--- config.mk ---
export PLATFORM = sky130hd
export DESIGN_NAME = tmr_timer
export DESIGN_NICKNAME = d
export VERILOG_FILES = /design/src/common/tmr_pkg.sv /design/src/rtl/tmr_cap_chan.sv /design/src/rtl/tmr_timer.sv
export SDC_FILE = /design/constraint.sdc
export NUM_CORES = 1
export LEC_CHECK = 0
export BUFFER_PORTS_ARGS = -buffer_cell sky130_fd_sc_hd__buf_2
export CAP_MARGIN = 20
export CORE_ASPECT_RATIO = 0.7
export CORE_MARGIN = 3
export CORE_UTILIZATION = 60
export DETAILED_ROUTE_END_ITERATION = 10
export PLACE_DENSITY_LB_ADDON = 0.2
export SLEW_MARGIN = 20
export SYNTH_ARGS = -nofsm -noshare
export SYNTH_HDL_FRONTEND = slang
export SYNTH_HIERARCHICAL = 1
export SYNTH_SLANG_ARGS = --single-unit
--- constraint.sdc ---
create_clock -name clk -period 2.5 [get_ports clk]
set_clock_uncertainty 0.2 [all_clocks]
set_input_delay 0.25 -clock clk [delete_from_list [all_inputs] [get_ports clk]]
set_output_delay 0.25 -clock clk [all_outputs]
set_load 0.02 [all_outputs]
--- src/common/tmr_pkg.sv ---
package tmr_pkg;

  ////////////////////////////////////////////////////////////////////////////
  // bus geometry
  localparam int ADDR_W = 4;
  localparam int DATA_W = 8;

  // register byte offsets
  localparam logic [3:0] OFS_CTL_ONE   = 4'h0;
  localparam logic [3:0] OFS_CTL_TWO   = 4'h1;
  localparam logic [3:0] OFS_STATUS    = 4'h2;
  localparam logic [3:0] OFS_CAP1_HI   = 4'h3;
  localparam logic [3:0] OFS_CAP1_LO   = 4'h4;
  localparam logic [3:0] OFS_CMP1_HI   = 4'h5;
  localparam logic [3:0] OFS_CMP1_LO   = 4'h6;
  localparam logic [3:0] OFS_CNT_HI    = 4'h7;
  localparam logic [3:0] OFS_CNT_LO    = 4'h8;
  localparam logic [3:0] OFS_ALT_HI    = 4'h9;
  localparam logic [3:0] OFS_ALT_LO    = 4'ha;
  localparam logic [3:0] OFS_CAP2_HI   = 4'hb;
  localparam logic [3:0] OFS_CAP2_LO   = 4'hc;
  localparam logic [3:0] OFS_CMP2_HI   = 4'hd;
  localparam logic [3:0] OFS_CMP2_LO   = 4'he;

  ////////////////////////////////////////////////////////////////////////////
  // control one bit positions
  localparam int C1_CAP_IE   = 7;
  localparam int C1_CMP_IE   = 6;
  localparam int C1_OVF_IE   = 5;
  localparam int C1_CAP_EDG1 = 4;
  localparam int C1_LVL2     = 1;
  localparam int C1_LVL1     = 0;

  // control two bit positions
  localparam int C2_CMP_OE1  = 7;
  localparam int C2_CMP_OE2  = 6;
  localparam int C2_ONE_PLS  = 5;
  localparam int C2_PWM      = 4;
  localparam int C2_CLK_HI   = 3;
  localparam int C2_CLK_LO   = 2;
  localparam int C2_CAP_EDG2 = 1;
  localparam int C2_EXT_EDG  = 0;

  // status bit positions
  localparam int SR_CAP1 = 7;
  localparam int SR_CMP1 = 6;
  localparam int SR_OVF  = 5;
  localparam int SR_CAP2 = 4;
  localparam int SR_CMP2 = 3;

  ////////////////////////////////////////////////////////////////////////////
  // reset and reload values
  localparam logic [15:0] CNT_RELOAD   = 16'hfffc;
  localparam logic [15:0] CNT_TOP      = 16'hffff;
  localparam logic [15:0] CMP_RESET    = 16'h8000;
  localparam logic [15:0] CAP_RESET    = 16'h0000;
  localparam logic [7:0]  CTL_RESET    = 8'h00;

  // clock select codes
  localparam logic [1:0] CLK_DIV4 = 2'b00;
  localparam logic [1:0] CLK_DIV2 = 2'b01;
  localparam logic [1:0] CLK_DIV8 = 2'b10;
  localparam logic [1:0] CLK_EXT  = 2'b11;

  ////////////////////////////////////////////////////////////////////////////
  // register port request
  typedef struct packed {
    logic              wr;
    logic              rd;
    logic [ADDR_W-1:0] addr;
    logic [DATA_W-1:0] wdata;
  } tmr_bus_req_t;

  // capture channel status carried to the top
  typedef struct packed {
    logic        flag;
    logic [15:0] value;
  } tmr_cap_t;

endpackage

--- src/rtl/tmr_cap_chan.sv ---
`timescale 1ns/100ps
module tmr_cap_chan (
  // clock and reset
  input  wire logic            clk,
  input  wire logic            nrst,
  // pin side
  input  wire logic            pin,
  input  wire logic            edge_sel,
  input  wire logic            enable,
  input  wire logic [15:0]     count,
  // register side
  input  wire logic            status_rd,
  input  wire logic            high_rd,
  input  wire logic            low_rd,
  input  wire logic            low_access,
  // result
  output tmr_pkg::tmr_cap_t    cap_reg
);

  logic pin_prev_reg;
  logic inhibit_reg;
  logic arm_reg;
  logic hit;

  // active transition: rising when edge_sel is one
  assign hit = enable & ~inhibit_reg & (edge_sel ? (pin & ~pin_prev_reg)
                                                 : (~pin & pin_prev_reg));

  always_ff @(posedge clk or negedge nrst) begin
    if (!nrst) begin
      pin_prev_reg <= 1'b0;
    end else begin
      pin_prev_reg <= pin;
    end
  end

  // high byte read blocks capture until low byte read
  always_ff @(posedge clk or negedge nrst) begin
    if (!nrst) begin
      inhibit_reg <= 1'b0;
    end else if (low_rd) begin
      inhibit_reg <= 1'b0;
    end else if (high_rd) begin
      inhibit_reg <= 1'b1;
    end
  end

  // latest capture always overwrites
  always_ff @(posedge clk or negedge nrst) begin
    if (!nrst) begin
      cap_reg.value <= tmr_pkg::CAP_RESET;
    end else if (hit) begin
      cap_reg.value <= count;
    end
  end

  // flag: set wins over the two-step clear
  always_ff @(posedge clk or negedge nrst) begin
    if (!nrst) begin
      cap_reg.flag <= 1'b0;
      arm_reg      <= 1'b0;
    end else begin
      if (hit) begin
        cap_reg.flag <= 1'b1;
      end else if (arm_reg && low_access) begin
        cap_reg.flag <= 1'b0;
      end
      if (low_access) begin
        arm_reg <= 1'b0;
      end else if (status_rd && cap_reg.flag) begin
        arm_reg <= 1'b1;
      end
    end
  end

endmodule // tmr_cap_chan

--- src/rtl/tmr_timer.sv ---
// Design decisions made here: the address-and-strobe port and the placing of the registers.
`timescale 1ns/100ps
// What this block does
// - free 16-bit up-counter, primary and alternate pairs
// - alternate low read never clears overflow
// - low write reloads FFFCh, also reset value
// - count at cpu/2, /4, /8 or external
// - external source only when both select bits
// - edge bit picks external active transition
// - high read freezes low byte until low read
// - lone low read returns live count
// - wrap FFFFh to 0000h sets overflow flag
// - overflow irq needs enable and mask clear
// - overflow clear: status read then low access
// - counts in wait, holds in halt
// - capture edge copies counter, sets flag
// - shared capture enable, pending until unmasked
// - capture clear: status read then low access
// - capture high read blocks capture till low
// - latest capture overwrites unread value
// - pulse or pwm mode: only capture two
// - capture pin two always feeds capture logic
// - compare every timer clock, flag, pin, irq
// - compare registers software only, reset 8000h
module tmr_timer (
  // clock and reset
  input  wire logic                       clk,
  input  wire logic                       nrst,
  // register port
  input  tmr_pkg::tmr_bus_req_t           bus_req,
  output logic [tmr_pkg::DATA_W-1:0]      rdata_reg,
  // cpu state
  input  wire logic                       halt_mode,
  input  wire logic                       cpu_irq_mask,
  output logic                            irq_reg,
  // timer pins
  input  wire logic [1:0]                 capture_pin,
  input  wire logic                       ext_clock_pin,
  output logic [1:0]                      compare_pin_reg,
  output logic [1:0]                      compare_oe_reg
);

  ////////////////////////////////////////////////////////////////////////////
  // register state
  logic [7:0]  timer_control_one;
  logic [7:0]  timer_control_two;
  logic [15:0] count_value;
  logic [15:0] compare_value_one;
  logic [15:0] compare_value_two;
  logic [7:0]  cnt_low_buf;
  logic        cnt_latched;
  logic [7:0]  alt_low_buf;
  logic        alt_latched;
  logic        overflow_flag;
  logic        ovf_arm;
  logic [1:0]  compare_flag;
  logic [1:0]  cmp_arm;
  logic [2:0]  prescale_reg;
  logic        ext_prev_reg;

  ////////////////////////////////////////////////////////////////////////////
  // bus decode
  logic        rd_status;
  logic        rd_cnt_hi;
  logic        rd_cnt_lo;
  logic        wr_cnt_lo;
  logic        rd_alt_hi;
  logic        rd_alt_lo;
  logic        wr_alt_lo;
  logic        acc_cmp1_lo;
  logic        acc_cmp2_lo;
  logic [7:0]  rd_val;

  assign rd_status   = bus_req.rd && (bus_req.addr == tmr_pkg::OFS_STATUS);
  assign rd_cnt_hi   = bus_req.rd && (bus_req.addr == tmr_pkg::OFS_CNT_HI);
  assign rd_cnt_lo   = bus_req.rd && (bus_req.addr == tmr_pkg::OFS_CNT_LO);
  assign wr_cnt_lo   = bus_req.wr && (bus_req.addr == tmr_pkg::OFS_CNT_LO);
  assign rd_alt_hi   = bus_req.rd && (bus_req.addr == tmr_pkg::OFS_ALT_HI);
  assign rd_alt_lo   = bus_req.rd && (bus_req.addr == tmr_pkg::OFS_ALT_LO);
  assign wr_alt_lo   = bus_req.wr && (bus_req.addr == tmr_pkg::OFS_ALT_LO);
  assign acc_cmp1_lo = (bus_req.rd || bus_req.wr) && (bus_req.addr == tmr_pkg::OFS_CMP1_LO);
  assign acc_cmp2_lo = (bus_req.rd || bus_req.wr) && (bus_req.addr == tmr_pkg::OFS_CMP2_LO);

  ////////////////////////////////////////////////////////////////////////////
  // control registers
  always_ff @(posedge clk or negedge nrst) begin
    if (!nrst) begin
      timer_control_one <= tmr_pkg::CTL_RESET;
      timer_control_two <= tmr_pkg::CTL_RESET;
    end else if (bus_req.wr) begin
      if (bus_req.addr == tmr_pkg::OFS_CTL_ONE) begin
        timer_control_one <= bus_req.wdata;
      end
      if (bus_req.addr == tmr_pkg::OFS_CTL_TWO) begin
        timer_control_two <= bus_req.wdata;
      end
    end
  end

  logic [1:0] clock_select_field;
  logic       ext_clock_edge_select;
  logic       waveform_mode;

  assign clock_select_field    = {timer_control_two[tmr_pkg::C2_CLK_HI],
                                  timer_control_two[tmr_pkg::C2_CLK_LO]};
  assign ext_clock_edge_select = timer_control_two[tmr_pkg::C2_EXT_EDG];
  assign waveform_mode         = timer_control_two[tmr_pkg::C2_ONE_PLS] |
                                 timer_control_two[tmr_pkg::C2_PWM];

  ////////////////////////////////////////////////////////////////////////////
  // timer clock: prescaler or external edge
  logic prescale_hit;
  logic ext_edge;
  logic tick;

  // prescaler freezes with the counter in halt
  always_ff @(posedge clk or negedge nrst) begin
    if (!nrst) begin
      prescale_reg <= 3'h0;
    end else if (!halt_mode) begin
      prescale_reg <= prescale_reg + 3'h1;
    end
  end

  always_ff @(posedge clk or negedge nrst) begin
    if (!nrst) begin
      ext_prev_reg <= 1'b0;
    end else begin
      ext_prev_reg <= ext_clock_pin;
    end
  end

  always_comb begin
    prescale_hit = 1'b0;
    case (clock_select_field)
      tmr_pkg::CLK_DIV4: prescale_hit = (prescale_reg[1:0] == 2'b11);
      tmr_pkg::CLK_DIV2: prescale_hit = prescale_reg[0];
      tmr_pkg::CLK_DIV8: prescale_hit = (prescale_reg == 3'b111);
      default:           prescale_hit = 1'b0;
    endcase
  end

  // one edge of clk per active external transition; spacing relied on
  assign ext_edge = ext_clock_edge_select ? (ext_clock_pin & ~ext_prev_reg)
                                          : (~ext_clock_pin & ext_prev_reg);

  assign tick = ~halt_mode & ((clock_select_field == tmr_pkg::CLK_EXT) ? ext_edge
                                                                       : prescale_hit);

  ////////////////////////////////////////////////////////////////////////////
  // free running counter
  always_ff @(posedge clk or negedge nrst) begin
    if (!nrst) begin
      count_value <= tmr_pkg::CNT_RELOAD;
    end else if (wr_cnt_lo || wr_alt_lo) begin
      count_value <= tmr_pkg::CNT_RELOAD;
    end else if (tick) begin
      count_value <= count_value + 16'h0001;
    end
  end

  // low byte buffers of the two read pairs
  always_ff @(posedge clk or negedge nrst) begin
    if (!nrst) begin
      cnt_low_buf <= 8'h00;
      cnt_latched <= 1'b0;
    end else if (rd_cnt_lo) begin
      cnt_latched <= 1'b0;
    end else if (rd_cnt_hi && !cnt_latched) begin
      cnt_low_buf <= count_value[7:0];
      cnt_latched <= 1'b1;
    end
  end

  always_ff @(posedge clk or negedge nrst) begin
    if (!nrst) begin
      alt_low_buf <= 8'h00;
      alt_latched <= 1'b0;
    end else if (rd_alt_lo) begin
      alt_latched <= 1'b0;
    end else if (rd_alt_hi && !alt_latched) begin
      alt_low_buf <= count_value[7:0];
      alt_latched <= 1'b1;
    end
  end

  ////////////////////////////////////////////////////////////////////////////
  // overflow flag: only the primary low byte completes the clear
  logic wrap;

  assign wrap = tick && (count_value == tmr_pkg::CNT_TOP) && !(wr_cnt_lo || wr_alt_lo);

  always_ff @(posedge clk or negedge nrst) begin
    if (!nrst) begin
      overflow_flag <= 1'b0;
      ovf_arm       <= 1'b0;
    end else begin
      if (wrap) begin
        overflow_flag <= 1'b1;
      end else if (ovf_arm && (rd_cnt_lo || wr_cnt_lo)) begin
        overflow_flag <= 1'b0;
      end
      if (rd_cnt_lo || wr_cnt_lo) begin
        ovf_arm <= 1'b0;
      end else if (rd_status && overflow_flag) begin
        ovf_arm <= 1'b1;
      end
    end
  end

  ////////////////////////////////////////////////////////////////////////////
  // capture channels; channel one is off in waveform modes
  tmr_pkg::tmr_cap_t cap_one;
  tmr_pkg::tmr_cap_t cap_two;

  tmr_cap_chan u_cap_one (
    .clk        (clk),
    .nrst       (nrst),
    .pin        (capture_pin[0]),
    .edge_sel   (timer_control_one[tmr_pkg::C1_CAP_EDG1]),
    .enable     (~waveform_mode),
    .count      (count_value),
    .status_rd  (rd_status),
    .high_rd    (bus_req.rd && (bus_req.addr == tmr_pkg::OFS_CAP1_HI)),
    .low_rd     (bus_req.rd && (bus_req.addr == tmr_pkg::OFS_CAP1_LO)),
    .low_access ((bus_req.rd || bus_req.wr) && (bus_req.addr == tmr_pkg::OFS_CAP1_LO)),
    .cap_reg    (cap_one)
  );

  tmr_cap_chan u_cap_two (
    .clk        (clk),
    .nrst       (nrst),
    .pin        (capture_pin[1]),
    .edge_sel   (timer_control_two[tmr_pkg::C2_CAP_EDG2]),
    .enable     (1'b1),
    .count      (count_value),
    .status_rd  (rd_status),
    .high_rd    (bus_req.rd && (bus_req.addr == tmr_pkg::OFS_CAP2_HI)),
    .low_rd     (bus_req.rd && (bus_req.addr == tmr_pkg::OFS_CAP2_LO)),
    .low_access ((bus_req.rd || bus_req.wr) && (bus_req.addr == tmr_pkg::OFS_CAP2_LO)),
    .cap_reg    (cap_two)
  );

  ////////////////////////////////////////////////////////////////////////////
  // compare registers: written only by software
  always_ff @(posedge clk or negedge nrst) begin
    if (!nrst) begin
      compare_value_one <= tmr_pkg::CMP_RESET;
      compare_value_two <= tmr_pkg::CMP_RESET;
    end else if (bus_req.wr) begin
      case (bus_req.addr)
        tmr_pkg::OFS_CMP1_HI: compare_value_one[15:8] <= bus_req.wdata;
        tmr_pkg::OFS_CMP1_LO: compare_value_one[7:0]  <= bus_req.wdata;
        tmr_pkg::OFS_CMP2_HI: compare_value_two[15:8] <= bus_req.wdata;
        tmr_pkg::OFS_CMP2_LO: compare_value_two[7:0]  <= bus_req.wdata;
        default: ;
      endcase
    end
  end

  logic [1:0] match;
  logic [1:0] cmp_access;
  logic [1:0] cmp_level;

  assign match[0]   = tick && (count_value == compare_value_one);
  assign match[1]   = tick && (count_value == compare_value_two);
  assign cmp_access = {acc_cmp2_lo, acc_cmp1_lo};
  assign cmp_level  = {timer_control_one[tmr_pkg::C1_LVL2], timer_control_one[tmr_pkg::C1_LVL1]};

  always_ff @(posedge clk or negedge nrst) begin
    if (!nrst) begin
      compare_flag <= 2'b00;
      cmp_arm      <= 2'b00;
    end else begin
      for (int i = 0; i < 2; i++) begin
        if (match[i]) begin
          compare_flag[i] <= 1'b1;
        end else if (cmp_arm[i] && cmp_access[i]) begin
          compare_flag[i] <= 1'b0;
        end
        if (cmp_access[i]) begin
          cmp_arm[i] <= 1'b0;
        end else if (rd_status && compare_flag[i]) begin
          cmp_arm[i] <= 1'b1;
        end
      end
    end
  end

  // pin latch is low in reset, takes the level on a match
  always_ff @(posedge clk or negedge nrst) begin
    if (!nrst) begin
      compare_pin_reg <= 2'b00;
      compare_oe_reg  <= 2'b00;
    end else begin
      compare_oe_reg <= {timer_control_two[tmr_pkg::C2_CMP_OE2],
                         timer_control_two[tmr_pkg::C2_CMP_OE1]};
      for (int i = 0; i < 2; i++) begin
        if (match[i]) begin
          compare_pin_reg[i] <= cmp_level[i];
        end
      end
    end
  end

  ////////////////////////////////////////////////////////////////////////////
  // interrupt request, held while flags stay pending
  logic irq_next;

  always_comb begin
    irq_next = 1'b0;
    if (!cpu_irq_mask) begin
      irq_next = (overflow_flag & timer_control_one[tmr_pkg::C1_OVF_IE])
               | ((cap_one.flag | cap_two.flag) & timer_control_one[tmr_pkg::C1_CAP_IE])
               | ((compare_flag[0] | compare_flag[1])
                  & timer_control_one[tmr_pkg::C1_CMP_IE]);
    end
  end

  always_ff @(posedge clk or negedge nrst) begin
    if (!nrst) begin
      irq_reg <= 1'b0;
    end else begin
      irq_reg <= irq_next;
    end
  end

  ////////////////////////////////////////////////////////////////////////////
  // read data, one cycle after the strobe
  always_comb begin
    rd_val = 8'h00;
    case (bus_req.addr)
      tmr_pkg::OFS_CTL_ONE: rd_val = timer_control_one;
      tmr_pkg::OFS_CTL_TWO: rd_val = timer_control_two;
      tmr_pkg::OFS_STATUS: begin
        rd_val[tmr_pkg::SR_CAP1] = cap_one.flag;
        rd_val[tmr_pkg::SR_CMP1] = compare_flag[0];
        rd_val[tmr_pkg::SR_OVF]  = overflow_flag;
        rd_val[tmr_pkg::SR_CAP2] = cap_two.flag;
        rd_val[tmr_pkg::SR_CMP2] = compare_flag[1];
      end
      tmr_pkg::OFS_CAP1_HI: rd_val = cap_one.value[15:8];
      tmr_pkg::OFS_CAP1_LO: rd_val = cap_one.value[7:0];
      tmr_pkg::OFS_CMP1_HI: rd_val = compare_value_one[15:8];
      tmr_pkg::OFS_CMP1_LO: rd_val = compare_value_one[7:0];
      tmr_pkg::OFS_CNT_HI:  rd_val = count_value[15:8];
      tmr_pkg::OFS_CNT_LO:  rd_val = cnt_latched ? cnt_low_buf : count_value[7:0];
      tmr_pkg::OFS_ALT_HI:  rd_val = count_value[15:8];
      tmr_pkg::OFS_ALT_LO:  rd_val = alt_latched ? alt_low_buf : count_value[7:0];
      tmr_pkg::OFS_CAP2_HI: rd_val = cap_two.value[15:8];
      tmr_pkg::OFS_CAP2_LO: rd_val = cap_two.value[7:0];
      tmr_pkg::OFS_CMP2_HI: rd_val = compare_value_two[15:8];
      tmr_pkg::OFS_CMP2_LO: rd_val = compare_value_two[7:0];
      default:              rd_val = 8'h00;
    endcase
  end

  always_ff @(posedge clk or negedge nrst) begin
    if (!nrst) begin
      rdata_reg <= 8'h00;
    end else if (bus_req.rd) begin
      rdata_reg <= rd_val;
    end else begin
      rdata_reg <= 8'h00;
    end
  end

endmodule // tmr_timer
# Yosys cells after proc, flatten, opt, wreduce, memory -nomap -nowiden
# Index checks and enable logic that the tools add are counted.
# Widths: inputs -> output; s select.
[op_classes]
addsub = 2
eq_ne = 22
mux = 41
bitwise_logic = 30
n_reduce_logical = 63
[op_table]
columns = ["op", "count"]
rows = [
  ["$pmux 5 s14", 1],
  ["$pmux 3 s13", 1],
  ["$mux 1", 33],
  ["$eq 16x16->1", 2],
  ["$mux 16", 2],
  ["$logic_and 1x1->1", 31],
  ["$reduce_bool 2->1", 15],
  ["$eq 4x4->1 const B", 7],
  ["$mux 8", 3],
  ["$add 16x1->16 const B", 1],
  ["$eq 16x16->1 const B", 1],
  ["$eq 4x3->1 const B", 4],
  ["$reduce_and 2->1", 8],
  ["$and 1x1->1", 13],
  ["$not 1->1", 12],
  ["$eq 4x2->1 const B", 2],
  ["$eq 2x2->1 const B", 3],
  ["$or 1x1->1", 5],
  ["$eq 4x1->1 const B", 1],
  ["$logic_not 4->1", 1],
  ["$add 3x1->3 const B", 1],
  ["$eq 3x3->1 const B", 1],
  ["$logic_not 1->1", 3],
  ["$logic_or 1x1->1", 3],
  ["4 further kinds", 4],
]
[word_totals]
reg_bits = 145
inputBits = 21

# Logic depth before layout (Yosys ltp)
# Gate-level depths: netlist of the first run.
[logic_depth]
ltp_word = 8
ltp_mapped = 8

# By module
# The synthesis of the first run kept the hierarchy.
[modules_own_cells]
columns = ["module", "instances", "cells_per_inst", "area_per_inst_um2", "seq_area_each_um2"]
rows = [
  ["tmr_timer", 1, 551, 5789.3, 2647.5],
  ["tmr_cap_chan", 2, 96, 1172.4, 500.5],
]

# Worst setup path before layout of the first run
# Ideal clock, no wire load.
[synth_path]
path_kind = "reg-to-reg"
startpoint = "register count_value[7]"
endpoint = "register count_value[15]"
setup_time_ps = 66
t_arrival_ps = 2037
path_slack_ps = 198
path_stages_with_launch = 8
path_buffers = 2
synth_period_minus_slack_ps = 2302
cell_sequence = "dfstp_2 -> buf_4 -> and3_1 -> clkbuf_1 -> nand3_1 -> or4_1 -> or3_1 -> nand3_1"
[synth_between]
elab_chain_cells = 3
[synth_lines]
columns = ["element", "line_no", "text"]
rows = [
  ["start, declared", "tmr_timer.sv:47", "logic [15:0] count_value;"],
  ["start signal, assigned", "tmr_timer.sv:154", "count_value <= tmr_pkg::CNT_RELOAD;"],
  ["start signal, assigned", "tmr_timer.sv:156", "count_value <= tmr_pkg::CNT_RELOAD;"],
  ["start signal, assigned", "tmr_timer.sv:158", "count_value <= count_value + 16'h0001;"],
  ["$add 16x1->16", "tmr_timer.sv:158", ""],
  ["$mux 16", "tmr_timer.sv:157", "end else if (tick) begin"],
  ["$mux 16", "tmr_timer.sv:155", "end else if (wr_cnt_lo || wr_alt_lo) begin"],
]
# Every way passes these cells. The select of a mux whose other input is x is not followed.
# A chain may end at the register's enable or synchronous reset.

# Final worst setup path of the first run
[layout_path]
startpoint = "register prescale_reg[0]"
endpoint = "register count_value[15]"
[layout_between]
elab_chain_cells = 5
elab_cells_between_ends = 6
classes_between = "eq/ne (2); mux (2); bitwise (1); reduce/logical (1)"
[layout_lines]
columns = ["element", "line_no", "text"]
rows = [
  ["start, declared", "tmr_timer.sv:58", "logic [2:0] prescale_reg;"],
  ["start signal, assigned", "tmr_timer.sv:121", "prescale_reg <= prescale_reg + 3'h1;"],
  ["$eq 3x3->1 or $eq 2x2->1 (tied branches)", "tmr_timer.sv:138, tmr_timer.sv:136", ""],
  ["$pmux 1 s3 *", "tmr_timer.sv:135", "case (clock_select_field)"],
  ["$mux 1 *", "tmr_timer.sv:147", "assign tick = ~halt_mode & ((clock_select_field == tmr_pkg::CLK_EXT) ? ext_edge"],
  ["$and 1x1->1 *", "tmr_timer.sv:147", ""],
  ["$reduce_bool 2->1 (no line) *", "n/a", ""],
]
# Every way passes the cells marked *; elsewhere a longest branch is shown, timed or not.

==> results of run 1 <==
[report_power, final]
part           internal (uW)  switching, uW  total (uW)
combinational           1370           1460        2830
sequential              3050           1020        4070
clock                   1420           1090        2500
[metrics by stage]
stage	setup WS, ns	instances	hold WS, ns
floorplan	0.198	743	-0.246
global placement	0.205	945	0.0290
detailed placement	0.137	945	0.0345
CTS	0.113	989	0.0137
global route	0.0510	989	0.0300
finish	0.104	989	0.0241
[per-layer routing]
| metal | global-route usage | wire length [um] | vias to the layer above |
|---|---|---|---|
| met3 | 0.116 | 3550 | 55 |
| li1 | - | - | 2975 |
| met2 | 0.527 | 11300 | 490 |
| met4 | 0.114 | 694 | 2 |
| met1 | 0.512 | 11100 | 3487 |
| met5 | 0 | 13 | - |
[worst max path at each step]
stage | endpoint | slack, ns | from | cells past startpoint
after floorplan | count_value[15] | 0.20 | count_value[7] | 7
after global placement | count_value[15] | 0.21 | prescale_reg[0] | 7
after detailed placement | count_value[15] | 0.14 | prescale_reg[0] | 7
after CTS | count_value[15] | 0.11 | prescale_reg[0] | 7
after global routing | count_value[15] | 0.05 | prescale_reg[0] | 7
final | count_value[15] | 0.10 | prescale_reg[0] | 7
[logic make-up after synthesis]
| logic type | Yosys count |
|---|---|
| buf+inv | 73 |
| other cells | 1 |
| mux | 101 |
| compound gates | 193 |
| simple gates | 182 |
| fa+ha+maj | 3 |
| xor+xnor | 45 |
| flops | 145 |
[cell type report]
class                      instances  area (um^2)  share of cell area
clock buffer                      21          483              0.0517
clock inverter                    11         86.3             0.00925
multi-input combinational        525         4120               0.441
inverter                           6         22.5             0.00241
tap                              180          225              0.0241
timing repair buffer             101          749              0.0803
sequential                       145         3650               0.391
[critical path, stage by stage, from the launching register on]
cell,delay (ns)
dfrtp_1,0.39
ha_1,0.19
ha_1,0.16
nor3b_1,0.05
a211o_1,0.33
or4_1,0.54
or3_1,0.37
nand3_1,0.10
[synth_stat cells, types with 3 or more instances]
cell      instances  share of area
a221oi_1          4         0.0043
or2_2             3         0.0023
mux2_2           74           0.10
dfrtp_1         129           0.40
o22ai_1           7         0.0054
o21ai_0          17          0.010
or3_1             3         0.0023
buf_6             8          0.011
mux2i_1          26          0.032
ha_1              3         0.0046
xor2_1           16          0.017
a21oi_1          14         0.0086
a32o_1           65          0.080
a211oi_1          4         0.0037
buf_4             5         0.0046
nor4_1           11         0.0085
a22o_1            6         0.0065
nor2b_1          13          0.010
and3_1            7         0.0054
nor3_1           10         0.0062
a31oi_1          13          0.010
buf_2            16         0.0098
inv_1             6         0.0028
a22oi_1           8         0.0074
nor2_1           34          0.016
a32oi_1           4         0.0043
nor3b_1           4         0.0037
nand4_1           8         0.0062
clkbuf_1         37          0.017
dfstp_2          16          0.052
nand3_1          20          0.012
a221o_1          32          0.039
xnor2_1          29          0.031
nand2_1          51          0.024
[what timing repair did]
action | CTS | global route
buffers inserted | 0 | 0
endpoints found under the hold margin | 93 | 0
hold buffers | 12 | 0
==> impl_metrics.ini, run 1 <==
[status]
status = complete, no violations

[setup_path]
cp_max_fo = 3
r2r-start = prescale_reg[0]
worstPathRequired_ns = 2.66
r2r-end = count_value[15]
rr_worst_depth = 7
end_kind = register
worstPathArrival_ns = 2.55
start_kind = register
reg2reg_setup_slack_ns = 0.10
criticalPathCategory = register to register

[synthesis]
syn_area_per_cell_um2 = 10.9
synthFlopType = dfrtp_1
synth_top_family_by_area = compound AO/OA/AOI/OAI gates
synth_xor_area_frac = 0.0485
synth_fa_ha_area_frac = 0.00461
synthCells = 743
synth_compound_area_frac = 0.199
synth_warnings = 6
syn_area_um2 = 8130
yosys.area_share.simple = 0.116
ys_async_sr_fraction = 1.00
synthMuxAreaShare = 0.137
synth_enable_flop_cells = 0
synth-seq-cells = 145
synth_nets = 767
ys_types = 62
ys_seq_area_frac = 0.449

[cts]
clock-root-buffer = clkbuf_16
post_cts_resize_count = 0
clock_latency_ns = 0.42
cts_tree = built
cts_buffers = 17
htree_num_levels = 4
cts_buffer_depth = 2
cts_sinks = 145
clkTransAtPathRegs_ns = 0.06

[cells_and_area]
final_cell_area_um2 = 9340
utilization = 0.727
nets = 820
syn_to_final_growth_pct = 14.8
final_common_cell = dfrtp_1
drive_gt1_frac = 0.276
diodes = 0
fillerInstances = 919
mostFrequentLayoutCells = dfrtp_1 (129), mux2_2 (74), a32o_1 (65), buf_4 (53), nand2_1 (51)

[drt]
first_pass_iters = 6
wl_per_cell_um = 27.0
ant_nets = 0
first_iter_violations = 961
num_vias = 7009
avgViaCountPerCell = 7.09
drc = 0
wirelength_um = 26700

[die]
die_w_um = 145
coreArea_um2 = 12800
floorplan.initialDensity = 0.633
die_h_um = 103
io-pin-count = 34
rows = 34
dieArea_um2 = 15000

[power_and_ir_drop]
ir_drop_mv = 0.744
power_uw = 9400
p_leak_uw = 0.00398
power.density_nw_per_um2 = 1010

[timing]
rsz0062_at_grt = false
drv_slew = 0
period_minus_slack_ns = 2.40
tightest_slew_ns = 1.18
period_share = 0.959
finalSetupTns_ns = 0
max_freq_mhz = 417
hold_viol = 0
relSlewSlack = 0.208
setup_viol = 0

[place]
placed_area_um2 = 8640
hpwl_um = 19000
gp_congestion = 0.996
numPortBuffers = 33

[grt]
grt_overflow = 0
grt_pass1_wl_um = 40200
grt_pass1_vias = 6569
gr-usage-all-layers = 0.359
grt_max_degree = 61
grt_antenna_before_repair = 1

[hold_path]
hold_depth = 4
worstHoldEndpoint = u_cap_one/inhibit_reg
hold_class = input port to register
hold_path.startpoint = bus_req[11]

[flow_run]
cap_violations = 0
Note: power is estimated with default switching activity, not from simulation.
==> inputs of run 2 (changes only) <==
--- a/config.mk
+++ b/config.mk
@@ -15,5 +15,4 @@
 export SLEW_MARGIN = 20
 export SYNTH_ARGS = -nofsm -noshare
 export SYNTH_HDL_FRONTEND = slang
-export SYNTH_HIERARCHICAL = 1
 export SYNTH_SLANG_ARGS = --single-unit
==> run 2 against run 1 <==
Global-route usage decreased by 2.3 points; sequential share of layout area grew 3.0 points; sequential power is 2% lower; hold slack improved by 0.047 ns; non-clock buffer count fell by 13; fmax grew 6.8%; highest routed layer is now met4; first-iteration DRC count is 6.1% lower; setup slack better by 0.15 ns.
==> impl_metrics.ini, run 2 <==
[hold_path]
hold_depth = 3
hold_class = input port to register
hold_path.startpoint = bus_req[12]
worstHoldEndpoint = u_cap_two.inhibit_reg

[synthesis]
synthCells = 652
synth_warnings = 0
ys_seq_area_frac = 0.493
syn_area_per_cell_um2 = 11.3
synth_top_area_cell = dfrtp_1
synth_top_area_share = 0.437
yosysMostFrequentCell = dfrtp_1
synth_nets = 676
synthFlopType = dfrtp_1
synthTopCellsByCount = dfrtp_1 (129), mux2_2 (106), nand2_1 (44)
ys_types = 58
synth-seq-cells = 145
ys_async_sr_fraction = 1.00
synth_enable_flop_cells = 0
syn_area_um2 = 7390
synth_area_leaders = dfrtp_1 (44%), mux2_2 (16%), dfstp_2 (5.7%)

[die]
floorplan.initialDensity = 0.624
io-pin-count = 34
coreArea_um2 = 11900
rows = 33
die_h_um = 98.9
die_w_um = 139
dieArea_um2 = 13700

[grt]
grt_antenna_before_repair = 0
grt_overflow = 0
grt_pass1_vias = 5922
gr-usage-all-layers = 0.336
grt_pass1_wl_um = 34800
grt_max_degree = 66

[timing]
period_share = 0.897
rsz0062_at_grt = false
finalWorstSetupSlack_ns = 0.257
max_freq_mhz = 446
tightest_slew_ns = 0.703
finalSetupTns_ns = 0
period_minus_slack_ns = 2.24
hold_viol = 0
drv_slew = 0
setup_viol = 0
relSlewSlack = 0.530

[cells_and_area]
nets = 731
drive_gt1_frac = 0.325
fin_cells = 877
mostFrequentLayoutCells = dfrtp_1 (129), mux2_2 (106), nand2_1 (44), buf_4 (39), buf_2 (32)
final_common_cell = dfrtp_1
syn_to_final_growth_pct = 17.1
diodes = 0
utilization = 0.731

[drt]
first_pass_iters = 5
num_vias = 5780
wl_per_cell_um = 25.4
avgViaCountPerCell = 6.59
ant_nets = 0
wirelength_um = 22200
first_iter_violations = 902
drc = 0

[place]
numPortBuffers = 33
hpwl_um = 15900
gp_congestion = 1.02
place_inst = 831
place_ws_ns = 0.206

[power_and_ir_drop]
ir_drop_mv = 0.898
p_leak_uw = 0.00356
power.density_nw_per_um2 = 1060

[setup_path]
cp_max_fo = 6
crit_buf_inv = 0
worstPathArrival_ns = 2.35
crit_chain = ha_1, ha_1, nor3b_1, a211oi_2, and2_1, nand4_2, mux2_1
r2r-start = prescale_reg[0]
slowest_stage = dfrtp_1
max_stage_delay_ns = 0.39
end_kind = register
rr_worst_depth = 7
cpMostUsedCell = ha_1
r2r-end = compare_pin_reg[1]
reg2reg_setup_slack_ns = 0.26
worstPathRequired_ns = 2.60
start_kind = register
criticalPathCategory = register to register
cp_top_family = simple AND/OR/NAND/NOR gates

[flow_run]
cap_violations = 0

[cts]
cts_buffers = 17
clock_latency_ns = 0.42
cts_tree = built
post_cts_resize_count = 0
htree_num_levels = 4
cts_sinks = 145
cts_buffer_depth = 2
clock-root-buffer = clkbuf_16
clkTransAtPathRegs_ns = 0.06

[status]
status = complete, no violations
[run 2: cell types whose count changed after synthesis, moves of 8 or more]
cell,change
clkbuf_1,-8
nand4_1,+10
a32o_1,-59
xnor2_1,-10
a221o_1,-32
a21oi_1,+11
mux2_2,+32
xor2_1,+11
[run 2: report_power, final]
group	switching, uW	internal (uW)
combinational	1130	1200
sequential	838	3140
clock	1030	1830
[run 2: layer usage]
metal | up-vias | share of wire | GRT usage
met4 | 0 | 0.037 | 0.138
met5 | - | 0 | 0
met1 | 2898 | 0.44 | 0.480
li1 | 2472 | - | -
met3 | 69 | 0.087 | 0.0698
met2 | 341 | 0.44 | 0.509
[run 2: worst max-delay path by stage]
stage / startpoint / end / slack (ns) / depth (start not counted)
global placement: bus_req[9] / rdata_reg[1] / 0.25 / 7
detailed placement: bus_req[10] / rdata_reg[1] / 0.21 / 7
global route: prescale_reg[0] / compare_pin_reg[1] / 0.08 / 7
floorplan: prescale_reg[0] / compare_pin_reg[1] / 0.43 / 8
finish: prescale_reg[0] / compare_pin_reg[1] / 0.26 / 7
CTS: prescale_reg[0] / compare_pin_reg[0] / 0.24 / 7
[run 2: layout make-up]
class | instances | area [um^2]
clock buffer | 20 | 457
tap | 157 | 196
clock inverter | 12 | 204
fill | 833 | 3190
multi-input combinational | 445 | 3470
timing repair buffer | 88 | 644
sequential | 145 | 3650
inverter | 10 | 37.5
[run 2: worst register-to-register path, stage by stage (launching register included)]
cell	delay [ns]
dfrtp_1	0.39
ha_1	0.19
ha_1	0.16
nor3b_1	0.06
a211oi_2	0.23
and2_1	0.39
nand4_2	0.17
mux2_1	0.34
[run 2: what timing repair did]
item                                   in CTS  in global routing
hold buffers                               14                  0
endpoints found under the hold margin     114                  0
setup buffers                               0                  0
setup endpoints to repair                   0                  0
[run 2: logic make-up (layout without fill, tap and decap cells)]
family,count (synthesis),after routing,synth area share
AO/OA/AOI/OAI,100,100,0.0951
multiplexers,134,134,0.200
flip-flops,145,145,0.493
adder cells (fa/ha/maj),3,3,0.00508
XOR/XNOR,46,46,0.0545
buffers and inverters,62,130,0.0369
AND/OR/NAND/NOR,162,162,0.115
[run 2: metrics by stage]
| step | total power [uW] | hold slack [ns] | instance area, um^2 |
|---|---|---|---|
| final | 9160 | 0.0707 | 8660 |
| after global routing | 9570 | 0.0886 | 8660 |
| after CTS | 9120 | 0.0503 | 8660 |
| after detailed placement | 6230 | 0.0766 | 7860 |
| after global placement | 6140 | 0.0648 | 7860 |
| after floorplan | 5300 | -0.246 | 7390 |
==> inputs of run 3 (changes only) <==
--- a/config.mk
+++ b/config.mk
@@ -7,12 +7,15 @@
 export LEC_CHECK = 0
 export BUFFER_PORTS_ARGS = -buffer_cell sky130_fd_sc_hd__buf_2
 export CAP_MARGIN = 20
+export CELL_PAD_IN_SITES_DETAIL_PLACEMENT = 2
+export CELL_PAD_IN_SITES_GLOBAL_PLACEMENT = 2
 export CORE_ASPECT_RATIO = 0.7
 export CORE_MARGIN = 3
-export CORE_UTILIZATION = 60
+export CORE_UTILIZATION = 42
 export DETAILED_ROUTE_END_ITERATION = 10
 export PLACE_DENSITY_LB_ADDON = 0.2
 export SLEW_MARGIN = 20
 export SYNTH_ARGS = -nofsm -noshare
 export SYNTH_HDL_FRONTEND = slang
+export SYNTH_HIERARCHICAL = 1
 export SYNTH_SLANG_ARGS = --single-unit
==> run 3 against run 2 <==
Cell area is 11% higher; critical path type unchanged; wire length rose by 51%; largest power group unchanged; first-iteration DRC count is 19% lower; hold slack got worse by 0.011 ns.
==> impl_metrics.ini, run 3 (same netlist as run 1, synthesis figures left out) <==
[status]
status = complete, no violations

[drt]
ant_nets = 0
num_vias = 7165
drc = 0
wl_per_cell_um = 31.2
first_iter_violations = 735
wirelength_um = 33700
first_pass_iters = 5
avgViaCountPerCell = 6.63

[timing]
finalWorstSetupSlack_ns = 0.0884
max_freq_mhz = 415
period_minus_slack_ns = 2.41
tightest_slew_ns = 0.818
drv_slew = 0
period_share = 0.965
relSlewSlack = 0.455
setup_viol = 0
hold_viol = 0

[grt]
grtUsageMet1 = 0.462
grt_pass1_wl_um = 50800
met3_usage = 0.0744
grt_util_met2 = 0.519
grt_max_degree = 54
grt_pass1_vias = 7700
grt_antenna_before_repair = 0
grt_overflow = 0
gr-usage-all-layers = 0.332
busiest_layer = met2

[power_and_ir_drop]
swShare = 0.393
clock_power_share = 0.268
p_int_uw = 6010
p_sw_uw = 3880
p_leak_uw = 0.00404
ir_drop_mv = 0.500
power_frac_comb = 0.324
power.density_nw_per_um2 = 1030
power_frac_seq = 0.407

[die]
io-pin-count = 34
die_h_um = 122
rows = 41
coreArea_um2 = 18500
dieArea_um2 = 21100
die_w_um = 172
floorplan.initialDensity = 0.439

[cells_and_area]
final_common_cell = dfrtp_1
diodes = 0
fin_cells = 1081
drive_gt1_frac = 0.288
nets = 834
mostFrequentLayoutCells = dfrtp_1 (129), mux2_2 (74), a32o_1 (65), buf_4 (65), nand2_1 (51)
syn_to_final_growth_pct = 17.7

[setup_path]
end_kind = register
cp_max_fo = 3
start_kind = register
worstPathArrival_ns = 2.58
worstPathRequired_ns = 2.67
criticalPathCategory = register to register

[cts]
clkTransAtPathRegs_ns = 0.06
clock_latency_ns = 0.43
cts_tree = built
cts_sinks = 145
htree_num_levels = 4
clock-root-buffer = clkbuf_16
cts_buffers = 17
cts_buffer_depth = 2

[hold_path]
hold_class = input port to register

[place]
place_inst = 1033
numPortBuffers = 33
place_ws_ns = 0.131
gp_congestion = 0.923
hpwl_um = 23100

[flow_run]
cap_violations = 0
## run 3: changes by cell type in the layout (fill, tap and decap cells not counted), sizes merged, moves of 7 or more
| cell | change |
|---|---|
| xor2 | -11 |
| buf | +27 |
| nand2 | +7 |
| nand4 | -12 |
| xnor2 | +10 |
| mux2 | -34 |
| nor4 | +7 |
| a221o | +32 |
| a32o | +59 |
| a21oi | -11 |
## run 3: worst paths after layout
| kind | startpoint | end | slack [ns] | depth (start not counted) |
|---|---|---|---|---|
| setup / recovery | prescale_reg[0] | count_value[15] | 0.09 | 7 |
| hold / removal | bus_req[11] | u_cap_one/inhibit_reg | 0.06 | 4 |
| setup reg to reg | prescale_reg[0] | count_value[15] | 0.09 | 7 |
| hold reg to reg | timer_control_two[7] | compare_oe_reg[0] | 0.21 | 0 |
| max in group asynchronous | nrst | count_value[7] | 1.21 | 3 |
| min in group asynchronous | nrst | timer_control_one[6] | 0.15 | 2 |
## run 3: worst max-delay path, stage by stage (launching register included)
cell	delay [ns]
dfrtp_1	0.43
ha_1	0.22
ha_1	0.15
nor3b_1	0.05
a211o_1	0.31
or4_1	0.55
or3_1	0.36
nand3_1	0.09
## run 3: area by class of cell
cell class	count	area (um^2)
Fill cell	1865	8950
Clock buffer	19	443
Inverter	6	22.5
Multi-Input combinational cell	525	4120
Tap cell	258	323
Timing Repair Buffer	115	860
Sequential cell	145	3650
Clock inverter	13	151
## run 3: power groups by stage
stage / clock, uW / combinational (uW) / sequential [uW]
2_1_floorplan: 0 / 2040 / 3590
3_3_place_gp: 0 / 2850 / 3950
4_1_cts: 2690 / 3130 / 3990
5_1_grt: 2810 / 3440 / 4100
6_report: 2650 / 3210 / 4030
3_5_place_dp: 0 / 3020 / 4010
## run 3: through the flow
step / util / setup TNS, ns / hold slack, ns / instance area (um^2) / total power (uW)
6_report: 0.517 / 0 / 0.0594 / 9570 / 9890
5_1_grt: 0.517 / -0.0227 / 0.0931 / 9570 / 10300
4_1_cts: 0.516 / 0 / 0.0290 / 9550 / 9810
3_5_place_dp: 0.476 / 0 / 0.0297 / 8820 / 7030
3_3_place_gp: 0.476 / 0 / 0.0146 / 8820 / 6800
2_1_floorplan: - / 0 / -0.246 / 8130 / 5630
## run 3: metal layers
layer  share of wire  vias up
met5               0        -
met4           0.027        0
met3           0.071       59
met2            0.46      286
met1            0.44     3822
li1                -     2998
## run 3: repair_timing
action | CTS | global route
setup endpoints to repair | 0 | 1
resized for setup | 0 | 0
hold buffers | 14 | 0
buffers inserted | 0 | 2
endpoints found under the hold margin | 154 | 0
